[src/shared/sdsc_pkg.sv]
// sdsc_pkg: register map, field layout and timing constants of the sd
// system control block. assumes a 32-bit classic wishbone register bus.
package sdsc_pkg;
    // register byte offsets
    localparam logic [7:0] SYSCTL_OFF = 8'h00;
    localparam logic [7:0] STATUS_OFF = 8'h04;
    localparam logic [7:0] IRQST_OFF  = 8'h08;
    localparam logic [7:0] IRQEN_OFF  = 8'h0c;
    localparam logic [7:0] EVENT_OFF  = 8'h10;

    // control register field positions
    localparam int ICE_BIT   = 0;
    localparam int ICS_BIT   = 1;
    localparam int CEN_BIT   = 2;
    localparam int CARD_CLOCK_DIVIDER_LSB  = 6;
    localparam int CARD_CLOCK_DIVIDER_W    = 10;
    localparam int TSEL_LSB  = 16;
    localparam int TSEL_W    = 4;
    localparam int SRA_BIT   = 24;
    localparam int SRC_BIT   = 25;
    localparam int SRD_BIT   = 26;
    localparam logic [31:0] SYSCTL_RESET = 32'h0000_0000;

    // status register fields (data-line and command-line flags)
    localparam int ST_BRE  = 0;
    localparam int ST_BWE  = 1;
    localparam int ST_RTA  = 2;
    localparam int ST_WTA  = 3;
    localparam int ST_DLA  = 4;
    localparam int ST_DATA_INHIBIT = 5;
    localparam int ST_COMMAND_INHIBIT = 6;
    localparam int ST_STOP_AT_GAP_REQUEST = 7;
    localparam int ST_CR   = 8;
    localparam int ST_AGT  = 9;

    // interrupt bits
    localparam int IRQ_W    = 8;
    localparam int IQ_DTO   = 0;
    localparam int IQ_BUSY  = 1;
    localparam int IQ_CRCT  = 2;
    localparam int IQ_CC    = 3;
    localparam int IQ_TC    = 4;
    localparam int IQ_BRR   = 5;
    localparam int IQ_BWR   = 6;
    localparam int IQ_BGE   = 7;

    // timing
    localparam int          TO_BASE_EXP   = 13;
    localparam logic [3:0]  TSEL_RESVD    = 4'hf;
    localparam int          CLK_MHZ       = 100;
    localparam int          SETTLE_NS     = 100;
    localparam int          SETTLE_CYC    = (SETTLE_NS * CLK_MHZ + 999) / 1000;
    localparam int          RESET_CYC     = 4;

    typedef enum logic [1:0] {
        SDSC_RST_IDLE = 2'b00,
        SDSC_RST_RUN  = 2'b01,
        SDSC_RST_DONE = 2'b10
    } sdsc_rst_e;

    typedef struct packed {
        logic        ack;
        logic [31:0] dat;
    } sdsc_wb_rsp_s;
endpackage

[src/core/sdsc_clkdiv.sv]
// sdsc_clkdiv: card clock divider and internal clock stable tracking.
// assumes ref clock enable on clk_i domain; output is an enable-based clock.
`timescale 1ns/1ps
`default_nettype none
module sdsc_clkdiv #(
    parameter int DIV_W = 10
) (
    input  wire logic             clk_i,    // system clock
    input  wire logic             rst_i,    // sync reset, high
    input  wire logic             ce_i,     // clock enable
    input  wire logic             ice_i,    // internal clock enable
    input  wire logic             cen_i,    // card clock enable
    input  wire logic             gate_i,   // auto-idle gating request
    input  wire logic [DIV_W-1:0] div_i,    // divider value
    output logic                  ics_o,    // internal clock stable
    output logic                  card_clk_o // divided card clock
);
    typedef struct packed {
        logic [DIV_W-1:0] cnt;
        logic [DIV_W-1:0] div_seen;
        logic [7:0]       settle;
        logic             stable;
        logic             ph;
        logic             cclk;
    } sdsc_div_s;
    sdsc_div_s s_reg, s_next;

    initial begin
        if (DIV_W < 2 || sdsc_pkg::SETTLE_CYC > 255) $error("sdsc_clkdiv: bad parameters");
    end

    // divider, settle counter; stable drops on any divider change
    always_comb begin
        s_next = s_reg;
        if (!ice_i) begin
            s_next.stable = 1'b0;
            s_next.settle = '0;
            s_next.cnt    = '0;
            s_next.ph     = 1'b0;
        end else begin
            if (div_i != s_reg.div_seen) begin
                s_next.div_seen = div_i;
                s_next.stable   = 1'b0;
                s_next.settle   = '0;
            end else if (!s_reg.stable) begin
                if (s_reg.settle == 8'(sdsc_pkg::SETTLE_CYC - 1)) s_next.stable = 1'b1;
                else s_next.settle = s_reg.settle + 8'h01;
            end
            // values 0 and 1 bypass: phase follows each clk enable
            if (div_i <= DIV_W'(1)) begin
                s_next.ph  = ~s_reg.ph;
                s_next.cnt = '0;
            end else if (s_reg.cnt >= div_i - DIV_W'(1)) begin
                s_next.cnt = '0;
                s_next.ph  = 1'b1;
            end else begin
                s_next.cnt = s_reg.cnt + DIV_W'(1);
                if (s_reg.cnt == (div_i >> 1) - DIV_W'(1)) s_next.ph = 1'b0;
            end
        end
        // no clock reaches the card unless enabled and not idle-gated
        s_next.cclk = s_next.ph & cen_i & ice_i & ~gate_i;
    end

    always_ff @(posedge clk_i) begin
        if (rst_i) s_reg <= '0;
        else if (ce_i) s_reg <= s_next;
    end

    assign ics_o      = s_reg.stable;
    assign card_clk_o = s_reg.cclk;

    property p_cen_off;
        @(posedge clk_i) disable iff (rst_i) (ce_i && !cen_i) |=> !s_reg.cclk;
    endproperty
    a_cen_off: assert property (p_cen_off) else $error("card clock ran while disabled");

    property p_div_unstable;
        @(posedge clk_i) disable iff (rst_i)
            (ce_i && ice_i && div_i != s_reg.div_seen) |=> !s_reg.stable;
    endproperty
    a_div_unstable: assert property (p_div_unstable) else $error("stable after divider change");

    property p_ice_off;
        @(posedge clk_i) disable iff (rst_i) (ce_i && !ice_i) |=> !s_reg.stable;
    endproperty
    a_ice_off: assert property (p_ice_off) else $error("stable with clock off");
endmodule // sdsc_clkdiv
`default_nettype wire

[src/core/sdsc_timeout.sv]
// sdsc_timeout: power-of-two data, busy and crc token time-out counter.
// assumes a one-cycle time-out clock tick input from the same clock domain.
`timescale 1ns/1ps
`default_nettype none
module sdsc_timeout #(
    parameter int CNT_W = 28
) (
    input  wire logic       clk_i,   // system clock
    input  wire logic       rst_i,   // sync reset, high
    input  wire logic       ce_i,    // clock enable
    input  wire logic       clr_i,   // abort, from data-line reset
    input  wire logic       tick_i,  // time-out clock base tick
    input  wire logic       arm_i,   // waiting on card (level)
    input  wire logic [3:0] sel_i,   // timeout_select code
    output logic            exp_o    // one-cycle expiry pulse
);
    typedef struct packed {
        logic [CNT_W-1:0] cnt;
        logic             fired;
        logic             exp;
    } sdsc_to_s;
    sdsc_to_s s_reg, s_next;

    initial begin
        if (CNT_W < sdsc_pkg::TO_BASE_EXP + 15) $error("sdsc_timeout: counter too narrow");
    end

    // limit = 2^(13+sel); code 15 reserved, never fires
    function automatic logic [CNT_W-1:0] limit_f(input logic [3:0] sel);
        limit_f = CNT_W'(1) << (sdsc_pkg::TO_BASE_EXP + int'(sel));
    endfunction

    always_comb begin
        s_next     = s_reg;
        s_next.exp = 1'b0;
        if (clr_i || !arm_i) begin
            s_next.cnt   = '0;
            s_next.fired = 1'b0;
        end else if (tick_i && !s_reg.fired && sel_i != sdsc_pkg::TSEL_RESVD) begin
            if (s_reg.cnt == limit_f(sel_i) - CNT_W'(1)) begin
                s_next.exp   = 1'b1;
                s_next.fired = 1'b1;
            end else s_next.cnt = s_reg.cnt + CNT_W'(1);
        end
    end

    always_ff @(posedge clk_i) begin
        if (rst_i) s_reg <= '0;
        else if (ce_i) s_reg <= s_next;
    end

    assign exp_o = s_reg.exp;

    property p_no_fire_unarmed;
        @(posedge clk_i) disable iff (rst_i) (ce_i && !arm_i) |=> !s_reg.exp;
    endproperty
    a_no_fire_unarmed: assert property (p_no_fire_unarmed) else $error("timeout while idle");

    property p_resvd;
        @(posedge clk_i) disable iff (rst_i)
            (sel_i == 4'hf && $stable(sel_i)) |=> !s_reg.exp;
    endproperty
    a_resvd: assert property (p_resvd) else $error("reserved code fired");
endmodule // sdsc_timeout
`default_nettype wire

[src/core/sdsc_sysctl.sv]
// sdsc_sysctl: sd host system control: soft resets, time-outs, card clock.
// assumes a classic wishbone master and data/cmd engines driving event pins.
`timescale 1ns/1ps
`default_nettype none

// Summary of operation
// data reset clears data fsms, self-clears
// data reset clears data flags and requests
// data reset flushes buffer handling state
// command reset clears cmd fsm, flags, self-clears
// command reset drops pending command status
// global reset resets all but detect/capabilities
// time-out is base times 2^(13+code)
// no card answer raises data time-out
// same period bounds busy duration
// missing crc token after write times out
// software picks code from card timing
// divider sets card clock, 0/1 bypass
// card clock enable gates card clock
// software enables card clock after stable
// stable flag set only after settling
// internal clock enable stops internal clock
// reset bits read one while busy
module sdsc_sysctl #(
    parameter int DIV_W = 10,
    parameter int CNT_W = 28
) (
    input  wire logic        clk_i,        // system clock
    input  wire logic        rst_i,        // sync reset, high
    input  wire logic        ce_i,         // clock enable
    input  wire logic        wb_cyc_i,     // wishbone cycle
    input  wire logic        wb_stb_i,     // wishbone strobe
    input  wire logic        wb_we_i,      // write enable
    input  wire logic [7:0]  wb_adr_i,     // byte address
    input  wire logic [3:0]  wb_sel_i,     // byte lanes
    input  wire logic [31:0] wb_dat_i,     // write data
    output logic             wb_ack_o,     // acknowledge
    output logic [31:0]      wb_dat_o,     // read data
    input  wire logic        tick_i,       // time-out base tick
    input  wire logic        gate_i,       // auto-idle gating request
    input  wire logic        data_wait_i,  // waiting for read data
    input  wire logic        busy_wait_i,  // card holds busy
    input  wire logic        crc_wait_i,   // waiting crc token
    input  wire logic [7:0]  ev_i,         // engine event pulses
    input  wire logic [6:0]  flag_set_i,   // engine sets status flags
    input  wire logic [6:0]  flag_clr_i,   // engine clears status flags
    output logic             irq_o,        // level interrupt
    output logic             card_clk_o,   // card clock
    output logic             data_rst_o,   // data-line fsm reset
    output logic             cmd_rst_o,    // command-line fsm reset
    output logic             all_rst_o     // whole-controller reset
);
    typedef struct packed {
        logic                           ack;
        logic [31:0]                    dat;
        logic                           internal_clock_enable;
        logic                           card_clock_enable;
        logic [DIV_W-1:0]               div;
        logic [3:0]                     tsel;
        sdsc_pkg::sdsc_rst_e            srd_st;
        sdsc_pkg::sdsc_rst_e            src_st;
        sdsc_pkg::sdsc_rst_e            sra_st;
        logic [2:0]                     rcnt;
        logic [sdsc_pkg::ST_AGT-1:0]    flags;
        logic [7:0]                     irq_st;
        logic [7:0]                     irq_en;
        logic                           irq;
        logic                           drst;
        logic                           crst;
        logic                           arst;
        logic                           drst_pin;
        logic                           crst_pin;
    } sdsc_top_s;
    sdsc_top_s s_reg, s_next;

    logic       internal_clock_stable;
    logic       cclk;
    logic       to_data, to_busy, to_crc;
    logic [7:0] ev_all;

    initial begin
        if (DIV_W != sdsc_pkg::CARD_CLOCK_DIVIDER_W) $error("sdsc_sysctl: divider width");
    end

    // write a masked byte-lane merge
    function automatic logic [31:0] merge_f(input logic [31:0] old, input logic [31:0] nw,
                                            input logic [3:0] sel);
        for (int i = 0; i < 4; i++) begin
            merge_f[i*8 +: 8] = sel[i] ? nw[i*8 +: 8] : old[i*8 +: 8];
        end
    endfunction

    // reset sequencer: request, hold for RESET_CYC, return to idle
    function automatic sdsc_pkg::sdsc_rst_e rst_step_f(input sdsc_pkg::sdsc_rst_e st,
                                                       input logic go, input logic done);
        rst_step_f = st;
        case (st)
            sdsc_pkg::SDSC_RST_IDLE: if (go) rst_step_f = sdsc_pkg::SDSC_RST_RUN;
            sdsc_pkg::SDSC_RST_RUN:  if (done) rst_step_f = sdsc_pkg::SDSC_RST_DONE;
            default:                 rst_step_f = sdsc_pkg::SDSC_RST_IDLE;
        endcase
    endfunction

    function automatic logic [31:0] sysctl_f(input sdsc_top_s s, input logic stable);
        sysctl_f = '0;
        sysctl_f[sdsc_pkg::ICE_BIT] = s.internal_clock_enable;
        sysctl_f[sdsc_pkg::ICS_BIT] = stable;
        sysctl_f[sdsc_pkg::CEN_BIT] = s.card_clock_enable;
        sysctl_f[sdsc_pkg::CARD_CLOCK_DIVIDER_LSB +: sdsc_pkg::CARD_CLOCK_DIVIDER_W] = s.div;
        sysctl_f[sdsc_pkg::TSEL_LSB +: sdsc_pkg::TSEL_W] = s.tsel;
        sysctl_f[sdsc_pkg::SRA_BIT] = (s.sra_st != sdsc_pkg::SDSC_RST_IDLE);
        sysctl_f[sdsc_pkg::SRC_BIT] = (s.src_st != sdsc_pkg::SDSC_RST_IDLE);
        sysctl_f[sdsc_pkg::SRD_BIT] = (s.srd_st != sdsc_pkg::SDSC_RST_IDLE);
    endfunction

    sdsc_clkdiv #(.DIV_W(DIV_W)) u_div (
        .clk_i      (clk_i),
        .rst_i      (rst_i | s_reg.arst),
        .ce_i       (ce_i),
        .ice_i      (s_reg.internal_clock_enable),
        .cen_i      (s_reg.card_clock_enable),
        .gate_i     (gate_i),
        .div_i      (s_reg.div),
        .ics_o      (internal_clock_stable),
        .card_clk_o (cclk)
    );

    // one counter per wait kind; all share the selected period
    sdsc_timeout #(.CNT_W(CNT_W)) u_to_data (
        .clk_i  (clk_i),
        .rst_i  (rst_i),
        .ce_i   (ce_i),
        .clr_i  (s_reg.drst | s_reg.arst),
        .tick_i (tick_i),
        .arm_i  (data_wait_i),
        .sel_i  (s_reg.tsel),
        .exp_o  (to_data)
    );
    sdsc_timeout #(.CNT_W(CNT_W)) u_to_busy (
        .clk_i  (clk_i),
        .rst_i  (rst_i),
        .ce_i   (ce_i),
        .clr_i  (s_reg.drst | s_reg.arst),
        .tick_i (tick_i),
        .arm_i  (busy_wait_i),
        .sel_i  (s_reg.tsel),
        .exp_o  (to_busy)
    );
    sdsc_timeout #(.CNT_W(CNT_W)) u_to_crc (
        .clk_i  (clk_i),
        .rst_i  (rst_i),
        .ce_i   (ce_i),
        .clr_i  (s_reg.drst | s_reg.arst),
        .tick_i (tick_i),
        .arm_i  (crc_wait_i),
        .sel_i  (s_reg.tsel),
        .exp_o  (to_crc)
    );

    // events: engine pulses plus the three time-outs
    always_comb begin
        ev_all = ev_i;
        ev_all[sdsc_pkg::IQ_DTO]  = ev_i[sdsc_pkg::IQ_DTO] | to_data;
        ev_all[sdsc_pkg::IQ_BUSY] = ev_i[sdsc_pkg::IQ_BUSY] | to_busy;
        ev_all[sdsc_pkg::IQ_CRCT] = ev_i[sdsc_pkg::IQ_CRCT] | to_crc;
    end

    // bus, reset sequencing, flags and interrupt
    always_comb begin
        logic        acc;
        logic        wr;
        logic [31:0] wv;
        logic [31:0] cur;
        logic        go_d, go_c, go_a;
        logic        done;
        logic [7:0]  w1c;
        acc  = wb_cyc_i & wb_stb_i & ~s_reg.ack;
        wr   = acc & wb_we_i;
        cur  = sysctl_f(s_reg, internal_clock_stable);
        wv   = merge_f(cur, wb_dat_i, wb_sel_i);
        go_d = 1'b0;
        go_c = 1'b0;
        go_a = 1'b0;
        w1c  = '0;
        done = (s_reg.rcnt == 3'(sdsc_pkg::RESET_CYC - 1));
        s_next     = s_reg;
        s_next.ack = acc;
        s_next.dat = '0;
        if (wr && wb_adr_i == sdsc_pkg::SYSCTL_OFF) begin
            s_next.internal_clock_enable  = wv[sdsc_pkg::ICE_BIT];
            s_next.card_clock_enable  = wv[sdsc_pkg::CEN_BIT];
            s_next.div  = wv[sdsc_pkg::CARD_CLOCK_DIVIDER_LSB +: sdsc_pkg::CARD_CLOCK_DIVIDER_W];
            s_next.tsel = wv[sdsc_pkg::TSEL_LSB +: sdsc_pkg::TSEL_W];
            go_d = wv[sdsc_pkg::SRD_BIT] & wb_sel_i[3];
            go_c = wv[sdsc_pkg::SRC_BIT] & wb_sel_i[3];
            go_a = wv[sdsc_pkg::SRA_BIT] & wb_sel_i[3];
        end else if (wr && wb_adr_i == sdsc_pkg::IRQST_OFF) begin
            w1c = wb_dat_i[7:0] & {8{wb_sel_i[0]}};
        end else if (wr && wb_adr_i == sdsc_pkg::IRQEN_OFF) begin
            if (wb_sel_i[0]) s_next.irq_en = wb_dat_i[7:0];
        end
        if (acc && !wb_we_i) begin
            if (wb_adr_i == sdsc_pkg::SYSCTL_OFF) s_next.dat = cur;
            else if (wb_adr_i == sdsc_pkg::STATUS_OFF) s_next.dat = 32'(s_reg.flags);
            else if (wb_adr_i == sdsc_pkg::IRQST_OFF) s_next.dat = 32'(s_reg.irq_st);
            else if (wb_adr_i == sdsc_pkg::IRQEN_OFF) s_next.dat = 32'(s_reg.irq_en);
            else s_next.dat = '0;
        end
        // shared hold counter for the running resets
        if (s_reg.srd_st == sdsc_pkg::SDSC_RST_RUN || s_reg.src_st == sdsc_pkg::SDSC_RST_RUN
            || s_reg.sra_st == sdsc_pkg::SDSC_RST_RUN) begin
            s_next.rcnt = done ? 3'h0 : s_reg.rcnt + 3'h1;
        end else s_next.rcnt = 3'h0;
        s_next.srd_st = rst_step_f(s_reg.srd_st, go_d, done);
        s_next.src_st = rst_step_f(s_reg.src_st, go_c, done);
        s_next.sra_st = rst_step_f(s_reg.sra_st, go_a, done);
        s_next.drst = (s_next.srd_st == sdsc_pkg::SDSC_RST_RUN);
        s_next.crst = (s_next.src_st == sdsc_pkg::SDSC_RST_RUN);
        s_next.arst = (s_next.sra_st == sdsc_pkg::SDSC_RST_RUN);
        // pins also carry the global reset, registered so they never glitch
        s_next.drst_pin = s_next.drst | s_next.arst;
        s_next.crst_pin = s_next.crst | s_next.arst;
        // flags: engine set wins over engine clear
        s_next.flags[6:0] = (s_reg.flags[6:0] & ~flag_clr_i) | flag_set_i;
        s_next.flags[sdsc_pkg::ST_STOP_AT_GAP_REQUEST] = s_reg.flags[sdsc_pkg::ST_STOP_AT_GAP_REQUEST]
                                          | ev_i[sdsc_pkg::IQ_BGE];
        s_next.flags[sdsc_pkg::ST_CR] = 1'b0;
        // sticky status: set wins over write-one clear
        s_next.irq_st = (s_reg.irq_st & ~w1c) | ev_all;
        if (s_reg.drst) begin
            s_next.flags[sdsc_pkg::ST_DATA_INHIBIT:0] = '0;
            s_next.flags[sdsc_pkg::ST_STOP_AT_GAP_REQUEST]   = 1'b0;
            s_next.irq_st[sdsc_pkg::IQ_TC]  = 1'b0;
            s_next.irq_st[sdsc_pkg::IQ_BRR] = 1'b0;
            s_next.irq_st[sdsc_pkg::IQ_BWR] = 1'b0;
            s_next.irq_st[sdsc_pkg::IQ_BGE] = 1'b0;
        end
        if (s_reg.crst) begin
            s_next.flags[sdsc_pkg::ST_COMMAND_INHIBIT] = 1'b0;
            s_next.irq_st[sdsc_pkg::IQ_CC]  = 1'b0;
        end
        if (s_reg.arst) begin
            s_next.flags  = '0;
            s_next.irq_st = '0;
            s_next.irq_en = '0;
            s_next.internal_clock_enable    = 1'b0;
            s_next.card_clock_enable    = 1'b0;
            s_next.div    = '0;
            s_next.tsel   = '0;
        end
        s_next.irq = |(s_next.irq_st & s_next.irq_en);
    end

    always_ff @(posedge clk_i) begin
        if (rst_i) begin
            s_reg <= '0;
        end else if (ce_i) begin
            s_reg <= s_next;
        end
    end

    assign wb_ack_o   = s_reg.ack;
    assign wb_dat_o   = s_reg.dat;
    assign irq_o      = s_reg.irq;
    assign card_clk_o = cclk;
    assign data_rst_o = s_reg.drst_pin;
    assign cmd_rst_o  = s_reg.crst_pin;
    assign all_rst_o  = s_reg.arst;

    property p_srd_self_clear;
        @(posedge clk_i) disable iff (rst_i)
            ($rose(s_reg.drst) && ce_i) ##1 ce_i[*4] |-> !s_reg.drst;
    endproperty
    a_srd_self_clear: assert property (p_srd_self_clear) else $error("data reset stuck");

    property p_srd_flags;
        @(posedge clk_i) disable iff (rst_i)
            (s_reg.drst && ce_i) |=> (s_reg.flags[5:0] == 6'h00 && !s_reg.flags[7]);
    endproperty
    a_srd_flags: assert property (p_srd_flags) else $error("data flags survived reset");

    property p_src_cc;
        @(posedge clk_i) disable iff (rst_i)
            (s_reg.crst && ce_i && !ev_all[3]) |=> !s_reg.irq_st[3];
    endproperty
    a_src_cc: assert property (p_src_cc) else $error("command done survived reset");

    property p_readback;
        @(posedge clk_i) disable iff (rst_i)
            (ce_i && wb_cyc_i && wb_stb_i && !wb_we_i && !wb_ack_o
             && wb_adr_i == sdsc_pkg::SYSCTL_OFF && s_reg.srd_st != sdsc_pkg::SDSC_RST_IDLE)
            |=> wb_dat_o[sdsc_pkg::SRD_BIT];
    endproperty
    a_readback: assert property (p_readback) else $error("reset bit read zero while busy");

    property p_sra_done;
        @(posedge clk_i) disable iff (rst_i)
            $rose(s_reg.arst) |-> ##[1:20] !s_reg.arst;
    endproperty
    a_sra_done: assert property (p_sra_done) else $error("global reset never ends");

    property p_irq;
        @(posedge clk_i) disable iff (rst_i)
            irq_o == |(s_reg.irq_st & s_reg.irq_en);
    endproperty
    a_irq: assert property (p_irq) else $error("interrupt mismatch");
endmodule // sdsc_sysctl
`default_nettype wire

[config.mk]
export PLATFORM = sky130hd
export DESIGN_NAME = sdsc_sysctl
export DESIGN_NICKNAME = d
export VERILOG_FILES = /design/src/shared/sdsc_pkg.sv /design/src/core/sdsc_clkdiv.sv /design/src/core/sdsc_timeout.sv /design/src/core/sdsc_sysctl.sv
export SDC_FILE = /design/constraint.sdc
export NUM_CORES = 1
export LEC_CHECK = 0
export ABC_AREA = 1
export BUFFER_PORTS_ARGS = -buffer_cell sky130_fd_sc_hd__buf_4
export CAP_MARGIN = 20
export CORE_UTILIZATION = 55
export CTS_BUF_LIST = sky130_fd_sc_hd__clkbuf_8
export DETAILED_ROUTE_END_ITERATION = 7
export GPL_TIMING_DRIVEN = 0
export PLACE_DENSITY = 0.74
export SKIP_CTS_REPAIR_TIMING = 1
export SYNTH_ARGS = -nofsm -noshare
export SYNTH_HDL_FRONTEND = slang
export SYNTH_SLANG_ARGS = --single-unit
[constraint.sdc]
create_clock -name clk_i -period 3.4 [get_ports clk_i]
set_clock_uncertainty 0.2 [all_clocks]
set_input_delay 0 -clock clk_i [delete_from_list [all_inputs] [get_ports clk_i]]
set_output_delay 0 -clock clk_i [all_outputs]
set_load 0.05 [all_outputs]
==> results.yml, run 1 <==
run_status:
  outcome: "complete, but fails checks"
  violations: "hold timing"
pwr:
  combPwrFrac_pct: 11.9
  leakage_nw: 6.16
  p_per_area_mw_per_mm2: 295
  internal-power_mw: 3.20
  switching_power_mw: 1.36
  seqPwrFrac_pct: 52.6
  p_sw_share_pct: 29.9
  pwr-share-clk_pct: 35.5
  vdd_drop_max_mv: 0.278
route:
  drt_wl_total_um: 45000
  first_pass_iters: 6
  viasPerCell: 5.72
  ant_nets: 0
  wire_per_inst_um: 17.0
  drtIter0Drc: 1707
  drcViolationCount: 0
  vias: 15113
sta:
  rsz0062_at_grt: "no"
  tightest_slew_ps: 985
  hold_viol: 21
  layout_min_cycle_time_ps: 3220
  final-max-slew-violation-count: 0
  fmax_ghz: 0.310
  hold_slack_ps: -44.2
  slew_headroom_pct: 34.3
  setup_viol: 0
  period_share_pct: 94.8
place:
  routabilityCongestion: 1.02
  dp_cells: 2548
  dp_hpwl_um: 33400
  io_buffers: 96
  placed_cell_area_mm2: 0.0144
worst_setup_path:
  startpoint_type: "register"
  reg2regPathDepth: 8
  worstPathMaxFanout: 5
  critPathSlowestCell: "dlygate4sd3_1"
  startpoint: "wb_ack_o$_SDFFE_PP0P_"
  crit_family: "simple AND/OR/NAND/NOR gates"
  r2r-end: "s_reg[42]$_SDFFE_PP0P_"
  path_cells: "nand3b_1 -> nor2_1 -> nand2_1 -> a21oi_1 -> o21ai_0 -> nand2_1 -> a22oi_1 -> dlygate4sd3_1"
  slowest_delay_ps: 590
  cp.buffers_inverters: 1
  critPathKind: "reg2reg"
  cp-end-kind: "register"
  reg2reg_from: "wb_ack_o$_SDFFE_PP0P_"
  r2r_slack_ps: 180
  arrival_ps: 3400
  worstPathRequired_ps: 3570
  cpMostUsedCell: "nand2_1"
global_route:
  antenna_found_initial: 0
  grt_pass1_vias: 12937
  grt_max_degree: 20
  grt_pass1_wl_um: 67800
  gr-total-overflow: 0
  grt_usage_pct: 35.3
min_path:
  hp-start: "wb_sel_i[2]"
  min_path_type: "in2reg"
  holdPathEnd: "s_reg[41]$_SDFFE_PP0P_"
  holdPathStages: 3
synth:
  synth.cell_area_mm2: 0.0133
  synth_top_area_share_pct: 30.2
  synth_warnings: 0
  synthTopCellsByArea: "dfxtp_1, nand2_1, nor2_1, nand3_1, a21oi_1"
  yosysSeqAreaShare_pct: 30.2
  yosysUniqueCellTypes: 51
  yosysTopAreaCell: "dfxtp_1"
  avgSynthCellArea_um2: 6.25
  ys_seq_elements: 200
  netlist_instances: 2124
  async_flop_share_pct: 0
  synth_edf_count: 0
  ys.flop_type: "dfxtp_1"
final_layout:
  layout.nets: 2408
  design_area_mm2: 0.0155
  mostFrequentLayoutCells: "nand2_1, nor2_1, dfxtp_1"
  largest_reg_flops: 51
  final_common_cell: "nand2_1"
  stdcell_count: 2642
  n_antenna_cell: 0
  drive_gt1_share_pct: 9.81
  fill_cells: 2300
  area_delta_synth_final_pct: 16.5
clock_network:
  numCtsBuffers: 17
  clkTransAtPathRegs_ps: 120
  cts_sinks: 200
  cts_buffer_depth: 2
  cts_tree: "yes"
  htree_levels: 4
  cts_root_buf: "clkbuf_8"
  clk_latency_ps: 500
floorplan:
  die_h_um: 157
  num_io_pins: 115
  core_mm2: 0.0235
  die-area_mm2: 0.0248
  fp.dieW_um: 157
  rows: 56
  start_util_pct: 56.4
job:
  drv_cap: 0
==> cells in the mapped netlist, types with 3 or more instances <==
| cell | n |
|---|---|
| nand2_1 | 552 |
| nor2_1 | 258 |
| dfxtp_1 | 200 |
| nand3_1 | 193 |
| inv_1 | 190 |
| a21oi_1 | 176 |
| nor3_1 | 83 |
| o21ai_0 | 74 |
| xor2_1 | 68 |
| clkbuf_1 | 60 |
| buf_4 | 36 |
| nand4_1 | 26 |
| nor4_1 | 22 |
| ha_1 | 21 |
| xnor2_1 | 18 |
| a22oi_1 | 17 |
| buf_2 | 11 |
| or2_2 | 10 |
| nand3b_1 | 8 |
| o211ai_1 | 8 |
| buf_6 | 7 |
| o21ai_1 | 7 |
| o221ai_1 | 7 |
| nand2_4 | 6 |
| nor2_2 | 6 |
| a31oi_1 | 5 |
| buf_1 | 5 |
| inv_2 | 5 |
| nand2_2 | 5 |
| a32o_1 | 4 |
| o21bai_1 | 4 |
| a211oi_1 | 3 |
| clkinv_1 | 3 |
| o21a_1 | 3 |
==> tightest hold or removal path, delay by kind of cell <==
| family | cells | cell delay (ps) |
|---|---|---|
| AOI/OAI and AO/OA | 2 | 510 |
| buffers and inverters | 1 | 80 |
==> logic make-up (layout without fill, tap and decap cells) <==
logic type                 Yosys count  after routing  share of synthesized area, %
and+or+nand+nor                   1180           1180                          38.4
buffers and inverters              318            508                          10.5
AOI/OAI and AO/OA                  317            317                          13.2
DFF                                200            200                          30.2
xor gates and xnor gates            86             86                          5.68
adders and majority gates           21             21                          1.98
other                                2             11                        0.0566
==> final cells by class <==
| type | count | area (um^2) | share of cell area [%] |
|---|---|---|---|
| buffer | 120 | 653 | 4.22 |
| clock inverter | 14 | 158 | 1.02 |
| multi-input combinational | 1615 | 7920 | 51.2 |
| clock buffer | 18 | 248 | 1.60 |
| timing repair buffer | 158 | 1340 | 8.67 |
| sequential | 200 | 4000 | 25.9 |
| tap | 319 | 399 | 2.58 |
| inverter | 198 | 746 | 4.82 |
==> routing by layer <==
layer / track usage, % / wire length [um] / vias up
met5: 0 / 0 / -
met4: 11.0 / 1150 / 0
met3: 4.63 / 4220 / 82
met2: 55.4 / 20300 / 725
met1: 49.9 / 19300 / 7016
li1: - / - / 7290
==> power groups by stage <==
stage / logic (mW) / registers [mW] / clock network [mW]
after floorplan: 0.274 / 2.45 / 0
after global placement: 0.456 / 2.45 / 0
after detailed placement: 0.460 / 2.45 / 0
after CTS: 0.461 / 2.40 / 1.62
after global routing: 0.580 / 2.40 / 1.73
final: 0.544 / 2.40 / 1.62
==> per-stage QoR <==
| step | hold WS [ps] | utilization (%) | total power [mW] | setup TNS (ps) | setup slack (ps) |
|---|---|---|---|---|---|
| finish | -44.2 | 65.7 | 4.56 | 0 | 176 |
| global route | -0.300 | 65.7 | 4.71 | 0 | 11.9 |
| CTS | -460 | 63.0 | 4.48 | -727 | -127 |
| detailed placement | 56.8 | 61.3 | 2.91 | -501 | -91.4 |
| global placement | 47.9 | 61.3 | 2.90 | 0 | 2.89 |
| floorplan | -52.7 | - | 2.72 | 0 | 580 |
==> worst max-delay path by stage <==
stage | endpoint | slack, ps | cells after the start
after floorplan | u_div.s_reg[26]$_SDFFE_PP0P_ | 580 | 17
after global placement | u_div.s_reg[26]$_SDFFE_PP0P_ | 3 | 18
after detailed placement | u_div.s_reg[24]$_SDFFE_PP0P_ | -90 | 18
after CTS | u_div.s_reg[24]$_SDFFE_PP0P_ | -130 | 18
after global routing | u_div.s_reg[25]$_SDFFE_PP0P_ | 10 | 17
final | s_reg[42]$_SDFFE_PP0P_ | 180 | 8
(Power assumes the default switching activity.)
==> inputs of run 2 (changes only) <==
Settings changed: SYNTH_HIERARCHICAL set to 1.
==> run 2 against run 1 <==
The run still ends with hold timing left; first-iteration DRC count increased by 4.2%; worst hold slack improved by 10 ps; final area rose by 14%; combinational power increased by 18%; clock power hardly changed; critical endpoint is now s_reg[44]$_SDFFE_PP0P_; largest power group unchanged.
==> results.yml, run 2 <==
synth:
  netlist_instances: 2449
  synthTopCellsByCount: "nand2_1, nand3_1, nor2_1"
  avgSynthCellArea_um2: 6.14
  async_flop_share_pct: 0
  synth_warnings: 6
  ys.flop_type: "dfxtp_1"
  yosysMostFrequentCell: "nand2_1"
  yosysSeqAreaShare_pct: 26.6
  synth_edf_count: 0
  yosysTopAreaCell: "dfxtp_1"
  synth_top_area_share_pct: 26.6
  synthTopCellsByArea: "dfxtp_1, nand2_1, nand3_1, nor2_1, inv_1"
  ys_seq_elements: 200
  synth.cell_area_mm2: 0.0150
  yosysUniqueCellTypes: 58
place:
  dp_hpwl_um: 36800
  dp_cells: 2897
  pre_cts_ws_ps: 281
  io_buffers: 96
  routabilityCongestion: 0.987
  placed_cell_area_mm2: 0.0162
global_route:
  grt_pass1_wl_um: 77200
  gr-total-overflow: 0
  globalRouteMet1Util_pct: 45.9
  grt_pass1_vias: 15066
  met2_usage_pct: 56.5
  grt_use_met3_pct: 4.92
  busiest_layer: "met2"
  grt_max_degree: 22
  antenna_found_initial: 0
  grt_usage_pct: 34.4
floorplan:
  core_mm2: 0.0269
  start_util_pct: 56.0
  num_io_pins: 115
  die-area_mm2: 0.0280
  die_h_um: 167
  fp.dieW_um: 167
  rows: 60
pwr:
  p_per_area_mw_per_mm2: 264
  finalPower_mw: 4.64
  leakage_nw: 7.56
  vdd_drop_max_mv: 0.173
clock_network:
  cts_buffer_depth: 2
  cts_sinks: 200
  clk_latency_ps: 500
  htree_levels: 4
  numCtsBuffers: 17
  clkTransAtPathRegs_ps: 140
  cts_tree: "yes"
  cts_root_buf: "clkbuf_8"
worst_setup_path:
  critPathSlowestCell: "dlygate4sd3_1"
  cp-end-kind: "register"
  arrival_ps: 3530
  cpMostUsedCell: "dlygate4sd3_1"
  cp.buffers_inverters: 6
  path_cells: "dlygate4sd3_1 -> buf_4 -> nor2_4 -> dlygate4sd3_1 -> nand3_2 -> nor2_4 -> inv_2 -> nor2_8 -> nor2_4 -> nor2_8 -> nand4_1 -> dlygate4sd3_1 -> a21oi_1 -> dlygate4sd3_1"
  startpoint_type: "input pin"
  crit_family: "buffers and inverters"
  slowest_delay_ps: 590
  worstPathRequired_ps: 3660
  worstPathMaxFanout: 5
  critPathKind: "in2reg"
final_layout:
  mostFrequentLayoutCells: "nand2_1, nand3_1, nor2_1"
  ff_latch_area_mm2: 0.00400
  layout.nets: 2771
  largest_reg_flops: 51
  drive_gt1_share_pct: 13.4
  n_antenna_cell: 0
  multi_input_area_mm2: 0.00916
  fill_cells: 2551
  final_common_cell: "nand2_1"
  design_area_mm2: 0.0176
  final_core_util_pct: 65.4
  stdcell_count: 3024
  area_delta_synth_final_pct: 16.9
route:
  ant_nets: 0
  drt_wl_total_um: 50200
  drtIter0Drc: 1778
  viasPerCell: 5.64
  vias: 17044
  drcViolationCount: 0
  wire_per_inst_um: 16.6
  first_pass_iters: 6
sta:
  hold_slack_ps: -34.2
  period_share_pct: 96.2
  slew_headroom_pct: 47.1
  fmax_ghz: 0.306
  setup_viol: 0
  tightest_slew_ps: 793
  fin_setup_tns_ps: 0
  finalWorstSetupSlack_ps: 128
  final-max-slew-violation-count: 0
  rsz0062_at_grt: "no"
  layout_min_cycle_time_ps: 3270
  hold_viol: 4
job:
  drv_cap: 0
min_path:
  min_path_type: "in2reg"
run_status:
  violations: "hold timing"
  outcome: "complete, but fails checks"
-- run 2: kinds of logic after synthesis --
| family | count (synthesis) | synth area share (%) |
|---|---|---|
| DFF | 200 | 26.6 |
| buffers and inverters | 412 | 12.7 |
| adders and majority gates | 24 | 2.00 |
| xor gates and xnor gates | 53 | 3.09 |
| AOI/OAI and AO/OA | 297 | 11.9 |
| and+or+nand+nor | 1459 | 43.6 |
| other | 4 | 0.0998 |
-- run 2: path summary, 6_finish.rpt --
| path | start | endpoint | slack [ps] | cells after the start |
|---|---|---|---|---|
| min reg2reg | s_reg[33]$_SDFFE_PP0P_ | s_reg[33]$_SDFFE_PP0P_ | 250 | 2 |
| max | wb_adr_i[0] | s_reg[44]$_SDFFE_PP0P_ | 130 | 14 |
| min | wb_sel_i[0] | s_reg[7]$_SDFFE_PP0P_ | -30 | 7 |
| max reg2reg | s_reg[45]$_SDFFE_PP0P_ | u_div/s_reg[27]$_SDFFE_PP0P_ | 270 | 14 |
-- run 2: routing by layer --
layer	vias to the layer above	wire (um)
li1	8349	-
met1	7776	21200
met2	790	23400
met3	129	3970
met4	0	1670
met5	-	0
-- run 2: area by class of cell --
class / instances / area share, %
clock buffer: 17 / 1.33
clock inverter: 15 / 0.968
tap: 341 / 2.43
buffer: 132 / 4.89
inverter: 280 / 6.01
sequential: 200 / 22.8
multi-input combinational: 1848 / 52.1
timing repair buffer: 191 / 9.50
-- run 2: power breakdown --
group / switching, mW / total (mW) / internal (mW)
Combinational: 0.403 / 0.640 / 0.236
Clock: 1.03 / 1.60 / 0.568
Sequential: 0.0347 / 2.41 / 2.37
Total: 1.47 / 4.64 / 3.18
-- run 2: worst min-delay path, cell delays in order --
cell and delay, ps:
buf_4 80, inv_1 110, nand2_1 90, o21ai_0 60, nand3_1 90, nand2_1 60, o22ai_1 100
